$ cat src/sofh_defs.vh
`ifndef SOFH_DEFS_VH
`define SOFH_DEFS_VH
// Register byte offsets
`define SOFH_ADDR_STATUS 5'h00
`define SOFH_ADDR_CONFIG 5'h04
`define SOFH_ADDR_CMD 5'h08
`define SOFH_ADDR_IRQ_STAT 5'h0c
`define SOFH_ADDR_IRQ_MASK 5'h10
`define SOFH_ADDR_W 5
// Config fields
`define SOFH_CFG_OV_EN 0
`define SOFH_CFG_OV_SEL 1
`define SOFH_CFG_OC_LO 2
`define SOFH_CFG_OC_HI 3
`define SOFH_CFG_DEG_LO 4
`define SOFH_CFG_DEG_HI 5
`define SOFH_CFG_RESET 6'h00
// Overcurrent response codes
`define SOFH_OC_LATCH 2'b00
`define SOFH_OC_RETRY 2'b01
`define SOFH_OC_REPORT 2'b10
`define SOFH_OC_OFF 2'b11
// Status bit positions
`define SOFH_ST_FAULT 0
`define SOFH_ST_PWR_OK 1
`define SOFH_ST_PUMP 2
`define SOFH_ST_OV 3
`define SOFH_ST_OC 4
`define SOFH_ST_FET_LO 5
`define SOFH_NFET 6
// Command bit
`define SOFH_CMD_CLEAR 0
// Timing: overcurrent deglitch in ns, indexed by selector
`define SOFH_DEG0_NS 600
`define SOFH_DEG1_NS 200
`define SOFH_DEG2_NS 1200
`define SOFH_DEG3_NS 1600
`define SOFH_CLK_NS 4
`define SOFH_RETRY_US 5000
`define SOFH_RST_PULSE_NS 1000
`define SOFH_CNT_W 24
`endif

$ cat src/sofh_fault_handler.v
`include "sofh_defs.vh"
//Function
// Supply lockout disables FETs, auto recover
// Power-lost flag latched until cleared
// Regulator undervoltage disables FETs, auto recover
// Pump undervoltage: FETs off, fault, flags
// Pump recovery restarts; flag stays latched
// Pump protection always active
// Overvoltage: FETs off, fault, flags, restart
// Overvoltage enable gates all action
// Threshold select; pin variant fixed high
// Overcurrent needs deglitch time above threshold
// Two-bit overcurrent response field
// Pin variant uses latched shutdown
// Latched shutdown resumes after clear only; code also returns it to idle on power_down (supply lockout or regulator low)
// Retry mode restores after retry interval
// Report mode keeps driving, reports fault
// Disabled mode ignores overcurrent
// Fault pin low while faults remain
// Host clears latched flags after reading
module sofh_fault_handler #(
   parameter PIN_VARIANT = 0,
   parameter RETRY_CYCLES = (`SOFH_RETRY_US * 1000) / `SOFH_CLK_NS,
   parameter RST_CYCLES = (`SOFH_RST_PULSE_NS + `SOFH_CLK_NS - 1) / `SOFH_CLK_NS
)(
   input wire sys_clk,
   input wire srst,
   input wire supply_lockout,
   input wire regulator_low_event,
   input wire pump_undervoltage_event,
   input wire supply_over_low,
   input wire supply_over_high,
   input wire [`SOFH_NFET-1:0] fet_overcurrent,
   input wire sleep_reset_pin,
   input wire [31:0] s_axi_awaddr,
   input wire s_axi_awvalid,
   output reg s_axi_awready,
   input wire [31:0] s_axi_wdata,
   input wire [3:0] s_axi_wstrb,
   input wire s_axi_wvalid,
   output reg s_axi_wready,
   output reg [1:0] s_axi_bresp,
   output reg s_axi_bvalid,
   input wire s_axi_bready,
   input wire [31:0] s_axi_araddr,
   input wire s_axi_arvalid,
   output reg s_axi_arready,
   output reg [31:0] s_axi_rdata,
   output reg [1:0] s_axi_rresp,
   output reg s_axi_rvalid,
   input wire s_axi_rready,
   output reg bridge_enable,
   output reg pump_enable,
   output reg logic_enable,
   output reg fault_out_pin,
   output reg irq
);
   localparam CW = `SOFH_CNT_W;
   localparam [CW-1:0] DEG0 = (`SOFH_DEG0_NS + `SOFH_CLK_NS - 1) / `SOFH_CLK_NS;
   localparam [CW-1:0] DEG1 = (`SOFH_DEG1_NS + `SOFH_CLK_NS - 1) / `SOFH_CLK_NS;
   localparam [CW-1:0] DEG2 = (`SOFH_DEG2_NS + `SOFH_CLK_NS - 1) / `SOFH_CLK_NS;
   localparam [CW-1:0] DEG3 = (`SOFH_DEG3_NS + `SOFH_CLK_NS - 1) / `SOFH_CLK_NS;
   localparam [CW-1:0] RETRY_MAX = RETRY_CYCLES;
   localparam [CW-1:0] RST_MAX = RST_CYCLES;
   localparam [1:0] OC_IDLE = 2'd0;
   localparam [1:0] OC_LATCHED = 2'd1;
   localparam [1:0] OC_RETRYING = 2'd2;
   localparam [1:0] OC_REPORTED = 2'd3;

   reg [5:0] cfg_reg;
   reg [`SOFH_NFET+4:0] flags_reg;
   reg [`SOFH_NFET+4:0] flags_prev_reg;
   reg [`SOFH_NFET+4:0] irq_stat_reg;
   reg [`SOFH_NFET+4:0] irq_mask_reg;
   reg power_lost_flag;
   reg [1:0] oc_state_reg;
   reg [CW-1:0] retry_cnt_reg;
   reg [CW-1:0] sleep_cnt_reg;
   reg sleep_prev_reg;
   reg clear_faults_cmd;
   reg [31:0] awaddr_reg;
   reg [31:0] wdata_reg;
   reg aw_full_reg;
   reg w_full_reg;
   wire rd_clear;
   reg [CW-1:0] deg_limit;
   wire [`SOFH_NFET-1:0] oc_seen;
   wire ov_enable;
   wire ov_high;
   wire ov_event;
   wire [1:0] oc_mode;
   wire any_oc;
   wire sleep_pulse;
   wire clear_any;
   wire power_down;
   wire [`SOFH_NFET+4:0] chip_status_word;

   function [CW-1:0] deg_pick;
      input [1:0] sel;
      begin
         case (sel)
            2'd0: deg_pick = DEG0;
            2'd1: deg_pick = DEG1;
            2'd2: deg_pick = DEG2;
            default: deg_pick = DEG3;
         endcase
      end
   endfunction

   always @*
   begin
      if (PIN_VARIANT != 0)
         deg_limit = DEG0;
      else
         deg_limit = deg_pick(cfg_reg[`SOFH_CFG_DEG_HI:`SOFH_CFG_DEG_LO]);
   end

   genvar g;
   generate
      for (g = 0; g < `SOFH_NFET; g = g + 1)
      begin : deg
         sofh_deglitch #(
            .CNT_W(CW)
         ) u_deg (
            .sys_clk(sys_clk),
            .srst(srst),
            .raw(fet_overcurrent[g]),
            .limit(deg_limit),
            .event_out(oc_seen[g])
         );
      end
   endgenerate

   assign any_oc = |oc_seen;
   // Pin variant: protection on, high threshold, latched response
   assign ov_enable = (PIN_VARIANT != 0) ? 1'b1 : cfg_reg[`SOFH_CFG_OV_EN];
   assign ov_high = (PIN_VARIANT != 0) ? 1'b1 : cfg_reg[`SOFH_CFG_OV_SEL];
   assign ov_event = ov_enable && (ov_high ? supply_over_high : supply_over_low);
   assign oc_mode = (PIN_VARIANT != 0) ? `SOFH_OC_LATCH : cfg_reg[`SOFH_CFG_OC_HI:`SOFH_CFG_OC_LO];
   // Host pulses the sleep pin low for the reset time to clear flags
   assign sleep_pulse = sleep_reset_pin && !sleep_prev_reg && (sleep_cnt_reg >= RST_MAX);
   assign clear_any = clear_faults_cmd || sleep_pulse;
   assign power_down = supply_lockout || regulator_low_event;

   assign chip_status_word = flags_reg;
   // Clear at the accept edge so an event landing there survives the read
   assign rd_clear = s_axi_arvalid && s_axi_arready &&
      (s_axi_araddr[`SOFH_ADDR_W-1:0] == `SOFH_ADDR_IRQ_STAT);

   // Sleep pin low time measured here; long stays are still just a reset pulse
   always @(posedge sys_clk)
   begin
      if (srst)
      begin
         sleep_prev_reg <= 1'b1;
         sleep_cnt_reg <= {CW{1'b0}};
      end
      else
      begin
         sleep_prev_reg <= sleep_reset_pin;
         if (sleep_reset_pin)
            sleep_cnt_reg <= {CW{1'b0}};
         else if (sleep_cnt_reg < RST_MAX)
            sleep_cnt_reg <= sleep_cnt_reg + {{(CW-1){1'b0}}, 1'b1};
      end
   end

   // Overcurrent state machine
   always @(posedge sys_clk)
   begin
      if (srst || power_down)
      begin
         oc_state_reg <= OC_IDLE;
         retry_cnt_reg <= {CW{1'b0}};
      end
      else
      begin
         case (oc_state_reg)
            OC_IDLE:
            begin
               retry_cnt_reg <= {CW{1'b0}};
               if (any_oc)
               begin
                  if (oc_mode == `SOFH_OC_LATCH)
                     oc_state_reg <= OC_LATCHED;
                  else if (oc_mode == `SOFH_OC_RETRY)
                     oc_state_reg <= OC_RETRYING;
                  else if (oc_mode == `SOFH_OC_REPORT)
                     oc_state_reg <= OC_REPORTED;
                  // Disabled mode stays idle
               end
            end
            OC_LATCHED, OC_REPORTED:
            begin
               if (clear_any && !any_oc)
                  oc_state_reg <= OC_IDLE;
            end
            default:
            begin
               if (retry_cnt_reg >= RETRY_MAX)
                  oc_state_reg <= OC_IDLE;
               else
                  retry_cnt_reg <= retry_cnt_reg + {{(CW-1){1'b0}}, 1'b1};
            end
         endcase
      end
   end

   // Sticky flags: a new event beats a clear in the same cycle
   always @(posedge sys_clk)
   begin
      if (srst)
      begin
         flags_reg <= {(`SOFH_NFET+5){1'b0}};
         power_lost_flag <= 1'b0;
      end
      else
      begin
         if (power_down)
            power_lost_flag <= 1'b0;
         else if (clear_any)
            power_lost_flag <= 1'b1;
         if (clear_any)
            flags_reg <= {(`SOFH_NFET+5){1'b0}};
         if (pump_undervoltage_event)
         begin
            flags_reg[`SOFH_ST_PUMP] <= 1'b1;
            flags_reg[`SOFH_ST_FAULT] <= 1'b1;
         end
         if (ov_event)
         begin
            flags_reg[`SOFH_ST_OV] <= 1'b1;
            flags_reg[`SOFH_ST_FAULT] <= 1'b1;
         end
         if (any_oc && oc_mode != `SOFH_OC_OFF)
         begin
            flags_reg[`SOFH_ST_OC] <= 1'b1;
            flags_reg[`SOFH_ST_FAULT] <= 1'b1;
            flags_reg[`SOFH_ST_FET_LO+`SOFH_NFET-1:`SOFH_ST_FET_LO] <=
               flags_reg[`SOFH_ST_FET_LO+`SOFH_NFET-1:`SOFH_ST_FET_LO] | oc_seen;
         end
         flags_reg[`SOFH_ST_PWR_OK] <= 1'b0;
      end
   end

   // Power stage and fault pin outputs
   always @(posedge sys_clk)
   begin
      if (srst)
      begin
         bridge_enable <= 1'b0;
         pump_enable <= 1'b0;
         logic_enable <= 1'b0;
         fault_out_pin <= 1'b1;
      end
      else
      begin
         logic_enable <= !power_down;
         pump_enable <= !power_down;
         bridge_enable <= !(power_down || pump_undervoltage_event || ov_event ||
            oc_state_reg == OC_LATCHED || oc_state_reg == OC_RETRYING);
         fault_out_pin <= !(pump_undervoltage_event || ov_event ||
            (oc_state_reg != OC_IDLE));
      end
   end

   // Interrupt status set on flag rising, cleared by reading it
   always @(posedge sys_clk)
   begin
      if (srst)
      begin
         flags_prev_reg <= {(`SOFH_NFET+5){1'b0}};
         irq_stat_reg <= {(`SOFH_NFET+5){1'b0}};
         irq <= 1'b0;
      end
      else
      begin
         flags_prev_reg <= chip_status_word;
         irq_stat_reg <= (rd_clear ? {(`SOFH_NFET+5){1'b0}} : irq_stat_reg) |
            (chip_status_word & ~flags_prev_reg);
         irq <= |(irq_stat_reg & irq_mask_reg);
      end
   end

   // AXI4-Lite slave: one write and one read at a time
   always @(posedge sys_clk)
   begin
      if (srst)
      begin
         s_axi_awready <= 1'b1;
         s_axi_wready <= 1'b1;
         s_axi_bvalid <= 1'b0;
         s_axi_bresp <= 2'b00;
         aw_full_reg <= 1'b0;
         w_full_reg <= 1'b0;
         awaddr_reg <= 32'h00000000;
         wdata_reg <= 32'h00000000;
         cfg_reg <= `SOFH_CFG_RESET;
         irq_mask_reg <= {(`SOFH_NFET+5){1'b0}};
         clear_faults_cmd <= 1'b0;
      end
      else
      begin
         clear_faults_cmd <= 1'b0;
         if (s_axi_awvalid && s_axi_awready)
         begin
            awaddr_reg <= s_axi_awaddr;
            aw_full_reg <= 1'b1;
            s_axi_awready <= 1'b0;
         end
         if (s_axi_wvalid && s_axi_wready)
         begin
            wdata_reg <= s_axi_wdata;
            w_full_reg <= 1'b1;
            s_axi_wready <= 1'b0;
         end
         if (aw_full_reg && w_full_reg && !s_axi_bvalid)
         begin
            s_axi_bvalid <= 1'b1;
            s_axi_bresp <= 2'b00;
            aw_full_reg <= 1'b0;
            w_full_reg <= 1'b0;
            if (awaddr_reg[`SOFH_ADDR_W-1:0] == `SOFH_ADDR_CONFIG)
            begin
               cfg_reg <= wdata_reg[5:0];
            end
            else if (awaddr_reg[`SOFH_ADDR_W-1:0] == `SOFH_ADDR_CMD)
            begin
               clear_faults_cmd <= wdata_reg[`SOFH_CMD_CLEAR];
            end
            else if (awaddr_reg[`SOFH_ADDR_W-1:0] == `SOFH_ADDR_IRQ_MASK)
            begin
               irq_mask_reg <= wdata_reg[`SOFH_NFET+4:0];
            end
            else if (awaddr_reg[`SOFH_ADDR_W-1:0] != `SOFH_ADDR_STATUS &&
               awaddr_reg[`SOFH_ADDR_W-1:0] != `SOFH_ADDR_IRQ_STAT)
            begin
               s_axi_bresp <= 2'b10;
            end
         end
         if (s_axi_bvalid && s_axi_bready)
         begin
            s_axi_bvalid <= 1'b0;
            s_axi_awready <= 1'b1;
            s_axi_wready <= 1'b1;
         end
      end
   end

   always @(posedge sys_clk)
   begin
      if (srst)
      begin
         s_axi_arready <= 1'b1;
         s_axi_rvalid <= 1'b0;
         s_axi_rdata <= 32'h00000000;
         s_axi_rresp <= 2'b00;
      end
      else
      begin
         if (s_axi_arvalid && s_axi_arready)
         begin
            s_axi_arready <= 1'b0;
            s_axi_rvalid <= 1'b1;
            s_axi_rresp <= 2'b00;
            s_axi_rdata <= 32'h00000000;
            if (s_axi_araddr[`SOFH_ADDR_W-1:0] == `SOFH_ADDR_STATUS)
            begin
               s_axi_rdata[`SOFH_NFET+4:0] <= chip_status_word;
               s_axi_rdata[`SOFH_ST_PWR_OK] <= power_lost_flag;
            end
            else if (s_axi_araddr[`SOFH_ADDR_W-1:0] == `SOFH_ADDR_CONFIG)
               s_axi_rdata[5:0] <= cfg_reg;
            else if (s_axi_araddr[`SOFH_ADDR_W-1:0] == `SOFH_ADDR_CMD)
               s_axi_rdata <= 32'h00000000;
            else if (s_axi_araddr[`SOFH_ADDR_W-1:0] == `SOFH_ADDR_IRQ_STAT)
               s_axi_rdata[`SOFH_NFET+4:0] <= irq_stat_reg;
            else if (s_axi_araddr[`SOFH_ADDR_W-1:0] == `SOFH_ADDR_IRQ_MASK)
               s_axi_rdata[`SOFH_NFET+4:0] <= irq_mask_reg;
            else
               s_axi_rresp <= 2'b10;
         end
         if (s_axi_rvalid && s_axi_rready)
         begin
            s_axi_rvalid <= 1'b0;
            s_axi_arready <= 1'b1;
         end
      end
   end
endmodule

$ cat src/sofh_deglitch.v
`include "sofh_defs.vh"
module sofh_deglitch #(
   parameter CNT_W = 12
)(
   input wire sys_clk,
   input wire srst,
   input wire raw,
   input wire [CNT_W-1:0] limit,
   output reg event_out
);
   reg [CNT_W-1:0] cnt_reg;
   // Event only when the level stays high past the limit
   always @(posedge sys_clk)
   begin
      if (srst || !raw)
      begin
         cnt_reg <= {CNT_W{1'b0}};
         event_out <= 1'b0;
      end
      else if (cnt_reg < limit)
      begin
         cnt_reg <= cnt_reg + {{(CNT_W-1){1'b0}}, 1'b1};
         event_out <= 1'b0;
      end
      else
      begin
         event_out <= 1'b1;
      end
   end
endmodule

$ cat config.mk
export PLATFORM = sky130hd
export DESIGN_NAME = sofh_fault_handler
export DESIGN_NICKNAME = d
export VERILOG_FILES = /design/src/sofh_fault_handler.v /design/src/sofh_deglitch.v
export VERILOG_INCLUDE_DIRS = /design/src
export SDC_FILE = /design/constraint.sdc
export NUM_CORES = 1
export LEC_CHECK = 0
export BUFFER_PORTS_ARGS = -buffer_cell sky130_fd_sc_hd__buf_2
export CORE_ASPECT_RATIO = 1.5
export CORE_UTILIZATION = 55
export CTS_BUF_LIST = sky130_fd_sc_hd__clkbuf_2
export CTS_CLUSTER_DIAMETER = 100
export DETAILED_ROUTE_END_ITERATION = 16
export PLACE_DENSITY = 0.78
export SETUP_SLACK_MARGIN = 0.4
export SLEW_MARGIN = 20
export SYNTH_ARGS = -nofsm -noshare
export SYNTH_HDL_FRONTEND = slang
export SYNTH_HIERARCHICAL = 1
export SYNTH_SLANG_ARGS = --single-unit
$ cat constraint.sdc
create_clock -name sys_clk -period 3.04 [get_ports sys_clk]
set_input_delay 0.304 -clock sys_clk [delete_from_list [all_inputs] [get_ports sys_clk]]
set_output_delay 0.304 -clock sys_clk [all_outputs]
set_load 0.02 [all_outputs]
# [Yosys cells after proc, flatten, opt, wreduce, memory -nomap -nowiden]
# Cells that the tools add are included.
[totals] reg_bits=316 latchBits=0 ramBits=0 romBits=0 inputBits=119 memories=0
[op_classes] add_sub_neg=8 n_mul=0 div=0 n_lt_le_gt_ge=9 n_eq_ne=20 shifts=0 mux=41 bitwise=9 reduce_logical=65
[ops] cell="$add A24 B1 Y24 const B" n=8
[ops] cell="$lt A24 B9 Y1" n=6
[ops] cell="$mux W11" n=6
[ops] cell="$pmux W24 S2" n=1
[ops] cell="$mux W2" n=15
[ops] cell="$pmux W9 S3" n=1
[ops] cell="$ge A24 B21 Y1 const B" n=1
[ops] cell="$ge A24 B8 Y1 const B" n=1
[ops] cell="$lt A24 B8 Y1 const B" n=1
[ops] cell="$mux W24" n=1
[ops] cell="$and A11 B11 Y11" n=2
[ops] cell="$mux W21" n=1
[ops] cell="$eq A5 B4 Y1 const B" n=3
[ops] cell="$logic_or A1 B1 Y1" n=15
[ops] cell="$logic_and A1 B1 Y1" n=14
[ops] cell="$logic_not A1 Y1" n=12
[ops] cell="$mux W1" n=12
[ops] cell="$reduce_or A2 Y1" n=6
[ops] cell="$not A11 Y11" n=1
[ops] cell="$or A11 B11 Y11" n=1
[ops] cell="$reduce_or A11 Y1" n=1
[ops] cell="$eq A5 B3 Y1 const B" n=2
[ops] cell="$eq A5 B5 Y1 const B" n=2
[ops] cell="$eq A2 B2 Y1 const B" n=4
[ops] cell="other kinds (21)" n=35

# [Longest topological paths before layout]
# Gate-level depths: netlist of the first run.
[logic_depth] ltp_word=8 ltp_mapped=14 mapped_depth_nobuf=12

# [Modules after synthesis]
# Netlist of the first run, hierarchy kept.
[modules_own_cells] mod="sofh_deglitch at deg[0].u_deg ..." instances=5 cells_per_inst=230 area_each_um2=1811.7
[modules_own_cells] mod="sofh_fault_handler" instances=1 cells_per_inst=668 area_each_um2=5948.2
[modules_own_cells] mod="sofh_deglitch at deg[5].u_deg" instances=1 cells_per_inst=219 area_each_um2=1736.7

# [Least setup slack after synthesis of the first run]
# OpenSTA, ideal clock, no wires.
[synth_path] path_kind="reg2reg" start="register cfg_reg[4]" end="register deg[5].u_deg.cnt_reg[20]" t_arrival_ns=2.827 required_ns=2.970 slack_ns=0.142 path_stages_with_launch=13 path_buffers=1 period_less_slack_ns=2.898 cell_sequence="dfxtp_1 inv_1 ha_1 inv_1 inv_1 ha_1 and3_1 a221oi_2 o211ai_1 a211o_1 buf_2 or4_1 a21oi_1"
[synth_between] elab_chain_len=3 word_cells_on_any_way=5 cone_classes="order compare (1); eq/ne (2); mux (1); reduce/logical (1)"
[synth_lines] element="start, declared" line_no="sofh_fault_handler.v:70" text="reg [5:0] cfg_reg;"
[synth_lines] element="start signal, assigned" line_no="sofh_fault_handler.v:298" text="cfg_reg <= `SOFH_CFG_RESET;"
[synth_lines] element="start signal, assigned" line_no="sofh_fault_handler.v:325" text="cfg_reg <= wdata_reg[5:0];"
[synth_lines] element="$eq A2 B2 Y1 (tied with other cells)" line_no="sofh_fault_handler.v:101" text="case (sel)"
[synth_lines] element="$pmux W9 S3 *" line_no="sofh_fault_handler.v:101"
[synth_lines] element="via deg_limit[5]" line_no="sofh_fault_handler.v:86" text="reg [CW-1:0] deg_limit;"
[synth_lines] element="$lt A24 B9 Y1 *" line_no="sofh_deglitch.v:20" text="else if (cnt_reg < limit)"
[synth_lines] element="end signal, assigned" line_no="sofh_deglitch.v:17" text="cnt_reg <= {CNT_W{1'b0}};"
[synth_lines] element="end signal, assigned" line_no="sofh_deglitch.v:22" text="cnt_reg <= cnt_reg + {{(CNT_W-1){1'b0}}, 1'b1};"
[synth_lines] element="end, declared" line_no="sofh_deglitch.v:11" text="reg [CNT_W-1:0] cnt_reg;"
# Mark *: on every way through the listed nets, which the timed path passes. The rest lies on a longest branch.
# A chain may end at the register's enable or synchronous reset.

# [Worst setup path in the final report of the first run]
[layout_path] start="register cfg_reg[4]" end="register deg[4].u_deg.cnt_reg[20]"
[layout_between] elab_chain_len=3 word_cells_on_any_way=5 cone_classes="order compare (1); eq/ne (2); mux (1); reduce/logical (1)"
[layout_lines] element="$eq A2 B2 Y1 (tied with other cells)" line_no="sofh_fault_handler.v:101"
[layout_lines] element="$pmux W9 S3 *" line_no="sofh_fault_handler.v:101"
[layout_lines] element="via deg_limit[2]" line_no="sofh_fault_handler.v:86"
[layout_lines] element="$lt A24 B9 Y1 *" line_no="sofh_deglitch.v:20"
[layout_lines] element="end signal, assigned" line_no="sofh_deglitch.v:17"
[layout_lines] element="end signal, assigned" line_no="sofh_deglitch.v:22"
[layout_lines] element="end, declared" line_no="sofh_deglitch.v:11"
# Marked as above.

==> run_results.csv, run 1 <==
group,metric,value,unit
status,status,"finished, violations left",
status,violations,"DRC, setup timing",
worst_setup_path,reg2reg_depth,14,
sta,hold_viol_final,0,
worst_setup_path,end_kind,"register",
yosys,yosysWarnings,6,
global_routing,grt_pass1_wl,73.33,mm
sta,clock.fmax,325.8,MHz
die,rows,77,
drt,ant_nets,0,
drt,vias_per_cell,5.979,
drt,route.detailed.drc,1,
placed_design,pre_cts_ws,0.03160,ns
sta,post-route-period-util,101.0,%
worst_setup_path,cpMostUsedCell,"ha_4",
drt,first_iter_violations,990,
die,die_x,144.5,µm
worst_setup_path,path_buf_inv,5,
die,core-area,29670,µm²
sta,finClkSkew,0.08828,ns
power,powerDensity,347.0,nW/µm²
yosys,synth-edff-count,0,
final_layout,nFillCells,2239,
die,initial_core_util,56.43,%
die,ioPinCount,165,
sta,slew_headroom,24.18,%
placed_design,gp_congestion,0.8345,
worst_setup_path,crit_fanout,21,
final_layout,area_growth,23.44,%
yosys,synthesis.area,16740,µm²
clock_tree,cts_max_path_buffers,3,
min_path,min_path_cells,4,
clock_tree,htreeDepth,3,
yosys,synth.distinct_cells,72,
final_layout,instances_no_fill,2776,
drt,first_pass_iters,14,
sta,tightest_slew,1.137,ns
sta,rsz0062_at_grt,"true",
global_routing,grt_max_degree,35,
clock_tree,cts_made_buffers,71,
worst_setup_path,slowest_stage,"dfxtp_4",
sta,worst_slack,-0.02925,ns
yosys,synth.largest_area_cell,"dfxtp_1",
sta,min_period,3.069,ns
yosys,synth_area_per_cell,8.220,µm²
die,die_y,215.7,µm
yosys,synthArstFlopShare,0,%
final_layout,drive_gt1_share,19.34,%
worst_setup_path,worstPathRequired,3.79,ns
sta,setup_violations,12,
drt,wl_per_cell,16.63,µm
clock_tree,cts.sinks,290,
yosys,synthTopCellsByCount,"dfxtp_1 (290), a21oi_1 (208), inv_1 (186)",
drt,num_vias,16599,
global_routing,track_usage,28.67,%
global_routing,grt_pass1_vias,16166,
yosys,synthTopCellsByArea,"dfxtp_1 (35%), ha_1 (11%), a21oi_1 (6.2%)",
placed_design,place.port_buffers,62,
worst_setup_path,arrival,3.82,ns
yosys,synth.yosys.seq_area_share,34.67,%
power,power.leakage,8.001,nW
die,die_area,31160,µm²
placed_design,hpwl,27.87,mm
final_layout,fin_area,20670,µm²
final_layout,multi_input_area,11070,µm²
yosys,synthCells,2037,
final_layout,final_core_util,69.65,%
sta,slew_violations,0,
clock_tree,cts_root_buf,"clkbuf_2",
min_path,hp-class,"input pin to register",
worst_setup_path,cpPeakStageDelay,0.44,ns
flow_run,drv_cap,0,
clock_tree,cts_tree,"built",
clock_tree,clock_latency,0.99,ns
placed_design,place_area,17830,µm²
power,fin_total_pwr,7.173,mW
yosys,synthFlopType,"dfxtp_1",
yosys,synth.top_cell.area_share,34.67,%
sta,fin_worst_hold_slack,0.1697,ns
global_routing,grt_overflow,0,
sta,tns,-0.1167,ns
clock_tree,cts.clk_slew.worst_paths,0.11,ns
final_layout,fin_nets,2600,
final_layout,largest_reg_flops,144,
placed_design,placedCellCount,2545,
worst_setup_path,start_kind,"register",
worst_setup_path,crit_family,"compound AO/OA/AOI/OAI gates",
worst_setup_path,crit_chain,"inv_8 > ha_4 > or2_4 > inv_4 > ha_4 > nor3_2 > o21bai_1 > a311oi_2 > buf_4 > o211ai_4 > buf_12 > buf_16 > o31ai_1 > a21oi_2",
yosys,synth.most_common_cell,"dfxtp_1",
worst_setup_path,path_depth,14,
global_routing,antenna_found_initial,2,
final_layout,seq_area,5813,µm²
yosys,yosys_register_bits,290,
power,vdd_drop_max,0.2048,mV
worst_setup_path,critical_path_class,"register to register",
drt,route.final.wire_length,46.16,mm
metal layers:
layer,up-vias,GRT usage (%),wire length [µm]
met5,-,0,0
met4,0,16.56,1837
met3,152,5.480,2302
met2,549,52.61,24390
met1,7948,29.66,17630
li1,7950,-,-
placed cells by master (no fill, tap or decap), types with 11 or more instances in the layout:
| master | netlist | layout |
|---|---|---|
| ha_1 | 153 | 132 |
| dlygate4sd3_1 | 0 | 59 |
| o21ai_0 | 86 | 69 |
| inv_1 | 186 | 173 |
| or4_4 | 1 | 24 |
| nor4_2 | 0 | 13 |
| nor4_1 | 32 | 17 |
| and2_1 | 31 | 30 |
| and3_1 | 35 | 34 |
| conb_1 | 1 | 125 |
| a21o_1 | 16 | 16 |
| nor2_1 | 91 | 88 |
| nand3_1 | 96 | 96 |
| o31ai_2 | 0 | 12 |
| or3_1 | 44 | 37 |
| buf_6 | 6 | 15 |
| nand2b_1 | 25 | 25 |
| a21oi_1 | 208 | 159 |
| a21oi_2 | 0 | 49 |
| dfxtp_1 | 290 | 288 |
| nand4_1 | 54 | 54 |
| a22o_1 | 13 | 13 |
| nand2_1 | 156 | 156 |
| o31ai_1 | 79 | 62 |
| nor2b_1 | 26 | 26 |
| or4_1 | 81 | 58 |
| clkinv_1 | 2 | 11 |
| nor3_1 | 38 | 33 |
| clkbuf_2 | 0 | 109 |
| buf_4 | 25 | 40 |
| mux2i_1 | 30 | 30 |
| o21ai_1 | 5 | 15 |
| buf_2 | 20 | 62 |
| ha_4 | 0 | 11 |
| a31oi_1 | 14 | 14 |
where the power goes:
group          leakage (nW)  switching (mW)  internal [mW]
clock network         0.504            1.65           1.11
registers              2.35          0.0452           3.84
logic                  5.15           0.331          0.192
area by class of cell:
type / instances / area share, %
sequential: 290 / 28.13
clock inverter: 15 / 0.5690
tap: 395 / 2.391
antenna: 2 / 0.02421
clock buffer: 109 / 2.639
inverter: 188 / 3.499
timing repair buffer: 199 / 9.171
multi-input combinational: 1578 / 53.58
worst min-delay path: cells and delay by family:
family / cells / cell delay (ns)
AND/OR/NAND/NOR: 1 / 0.06
buffers and inverters: 2 / 0.65
AO/OA/AOI/OAI: 1 / 0.06
logic make-up after synthesis:
| logic type | Yosys count | share of synthesized area (%) |
|---|---|---|
| simple gates | 741 | 24.17 |
| compound gates | 509 | 19.20 |
| buf+inv | 293 | 7.547 |
| flops | 290 | 34.67 |
| fa+ha+maj | 153 | 11.43 |
| mux | 37 | 2.264 |
| xor+xnor | 13 | 0.6800 |
| other cells | 1 | 0.02240 |
final timing paths:
kind	from	to	slack, ns
setup / recovery	cfg_reg[4]	deg[4].u_deg/cnt_reg[20]	-0.03
hold / removal	s_axi_wdata[0]	wdata_reg[0]	0.17
setup reg to reg	cfg_reg[4]	deg[4].u_deg/cnt_reg[20]	-0.03
hold reg to reg	flags_prev_reg[6]	irq_stat_reg[6]	0.43
repair_timing:
item,CTS,global route
pin swaps,77,110
buffers inserted,20,14
endpoints found under the hold margin,127,0
gates resized for setup,61,190
endpoints found under the setup margin,146,150
hold buffers,59,0
cloned,10,2
No activity file was read; power rests on OpenSTA's default activity.
==> inputs of run 2 (changes only) <==
GPL_TIMING_DRIVEN = 0   (was unset)
==> run 2 against run 1 <==
  * The flow finishes with violations (DRC)
  * Clock-buffer cell count fell by 9
  * Cell count grew 2.2%
  * Hold slack worse by 0.037 ns
  * Critical endpoint is now deg[5].u_deg/cnt_reg[20]
  * Largest power group unchanged
  * Highest routed layer is now met5
==> run_results.csv, run 2 (synthesis results as in run 1) <==
group,metric,value,unit
global_routing,grt_pass1_wl,73.84,mm
worst_setup_path,rrSetupSlack,0.02,ns
global_routing,antenna_found_initial,3,
drt,route.final.wire_length,46.60,mm
die,rows,77,
drt,route.detailed.drc,2,
worst_setup_path,end_kind,"register",
global_routing,grt_overflow,0,
die,die_x,144.5,µm
global_routing,grt_max_degree,19,
worst_setup_path,startpoint,"cfg_reg[5]",
placed_design,place.port_buffers,61,
power,vdd_drop_max,0.2297,mV
sta,post-route-period-util,99.31,%
placed_design,gp_congestion,0.8742,
drt,num_vias,16649,
worst_setup_path,reg2reg_depth,12,
die,ioPinCount,165,
clock_tree,clock_latency,0.97,ns
clock_tree,htreeDepth,3,
flow_run,drv_cap,0,
worst_setup_path,reg2reg_to,"deg[5].u_deg/cnt_reg[20]",
die,core-area,29670,µm²
sta,setup_violations,0,
die,initial_core_util,56.43,%
global_routing,grt_pass1_vias,16386,
min_path,hp-class,"input pin to register",
drt,vias_per_cell,5.866,
sta,clock.fmax,331.2,MHz
final_layout,area_growth,24.65,%
status,status,"finished, violations left",
final_layout,final_common_cell,"dfxtp_1",
worst_setup_path,crit-reg2reg-launch,"cfg_reg[5]",
drt,wl_per_cell,16.42,µm
worst_setup_path,start_kind,"register",
clock_tree,cts.clk_slew.worst_paths,0.13,ns
final_layout,drive_gt1_share,20.52,%
sta,hold_viol_final,0,
drt,ant_nets,0,
clock_tree,cts.sinks,290,
final_layout,nFillCells,2306,
global_routing,track_usage,28.80,%
worst_setup_path,arrival,3.83,ns
power,fin_total_pwr,6.955,mW
final_layout,largest_reg_flops,144,
status,violations,"DRC",
power,power.leakage,8.064,nW
sta,tightest_slew,1.004,ns
power,powerDensity,333.2,nW/µm²
sta,finClkSkew,0.1056,ns
clock_tree,cts_tree,"built",
placed_design,placedCellCount,2617,
drt,first_iter_violations,1029,
sta,slew_violations,0,
worst_setup_path,critPathCapture,"deg[5].u_deg/cnt_reg[20]",
die,die_y,215.7,µm
sta,min_period,3.019,ns
sta,rsz0062_at_grt,"true",
clock_tree,cts_max_path_buffers,3,
final_layout,instances_no_fill,2838,
drt,first_pass_iters,12,
sta,slew_headroom,32.45,%
die,die_area,31160,µm²
clock_tree,cts_root_buf,"clkbuf_2",
worst_setup_path,crit_fanout,6,
worst_setup_path,critical_path_class,"register to register",
final_layout,final_cell_mix,"dfxtp_1 (288), inv_1 (170), a21oi_1 (164), nand2_1 (155), ha_1 (130)",
worst_setup_path,worstPathRequired,3.85,ns
final_layout,fin_nets,2664,
placed_design,hpwl,30.24,mm
clock_tree,cts_made_buffers,70,
[run 2: changes by cell type in the layout (fill, tap and decap cells not counted), moves of 11 or more]
cell and change:
o31ai_2 +13, o31ai_1 -24, o31ai_4 +11, buf_6 +22, clkbuf_1 +48, o21ai_0 -11
[run 2: stage by stage]
step           setup TNS, ns  hold WS (ns)  area (µm²)  worst slack [ns]  utilization (%)
5_1_grt              -0.6405        0.1411       20870          -0.06077            70.34
3_3_place_gp          -6.122        0.4396       18070           -0.1761            60.91
6_report                   0        0.1324       20870           0.02088            70.34
4_1_cts                    0       0.08541       19900            0.1448            67.08
3_5_place_dp          -9.407        0.4473       18080           -0.2526            60.93
2_1_floorplan              0        0.3873       17270            0.3853                -
[run 2: area by class of cell]
class                           count  area, µm²  share of cell area (%)
Antenna cell                        2      5.005                 0.02398
Multi-Input combinational cell   1578      11260                   53.93
Tap cell                          395      494.2                   2.368
Inverter                          188      723.2                   3.465
Sequential cell                   290       5813                   27.85
Timing Repair Buffer              159       1295                   6.205
Clock buffer                      100      500.5                   2.398
Buffer                            105      691.9                   3.315
Clock inverter                     21      92.59                  0.4436
[run 2: what timing repair did]
action                                 CTS  global route
setup endpoints to repair              150           163
endpoints found under the hold margin  179             0
hold buffers                            54             0
cloned                                   6             5
pin swaps                              101            82
buffers inserted                        23            10
gates resized for setup                137           196
[run 2: where the power goes]
| group | leakage [nW] | internal, mW | total (mW) | switching, mW |
|---|---|---|---|---|
| clock | 0.457 | 0.884 | 2.53 | 1.65 |
| sequential | 2.35 | 3.84 | 3.89 | 0.0452 |
| combinational | 5.26 | 0.208 | 0.534 | 0.326 |
[run 2: routing by layer]
metal | vias to the layer above | global-route usage (%) | part of all wire, %
met1 | 7804 | 29.74 | 38
met4 | 2 | 16.11 | 3.9
met5 | - | 0 | 0.026
met2 | 609 | 53.11 | 53
li1 | 8071 | - | -
met3 | 163 | 5.591 | 5.8
[run 2: critical path, cell delays in order (launching register included)]
cell      delay, ns
dfxtp_4        0.42
inv_4          0.05
ha_4           0.16
or2_4          0.29
inv_2          0.08
ha_4           0.19
a21o_1         0.17
a31oi_1        0.15
o211ai_1       0.14
a211o_2        0.44
buf_6          0.16
or4_4          0.50
a21oi_2        0.13
[run 2: worst min-delay path by stage]
stage          cells past startpoint            endpoint  slack, ns              start
2_1_floorplan                      1  flags_prev_reg[10]       0.39               srst
3_3_place_gp                       2      s_axi_rdata[3]       0.44     s_axi_rdata[3]
3_5_place_dp                       1   sleep_cnt_reg[10]       0.45  sleep_cnt_reg[10]
4_1_cts                            4       awaddr_reg[2]       0.09    s_axi_awaddr[2]
5_1_grt                            4       awaddr_reg[2]       0.14    s_axi_awaddr[2]
6_report                           4       awaddr_reg[2]       0.13    s_axi_awaddr[2]
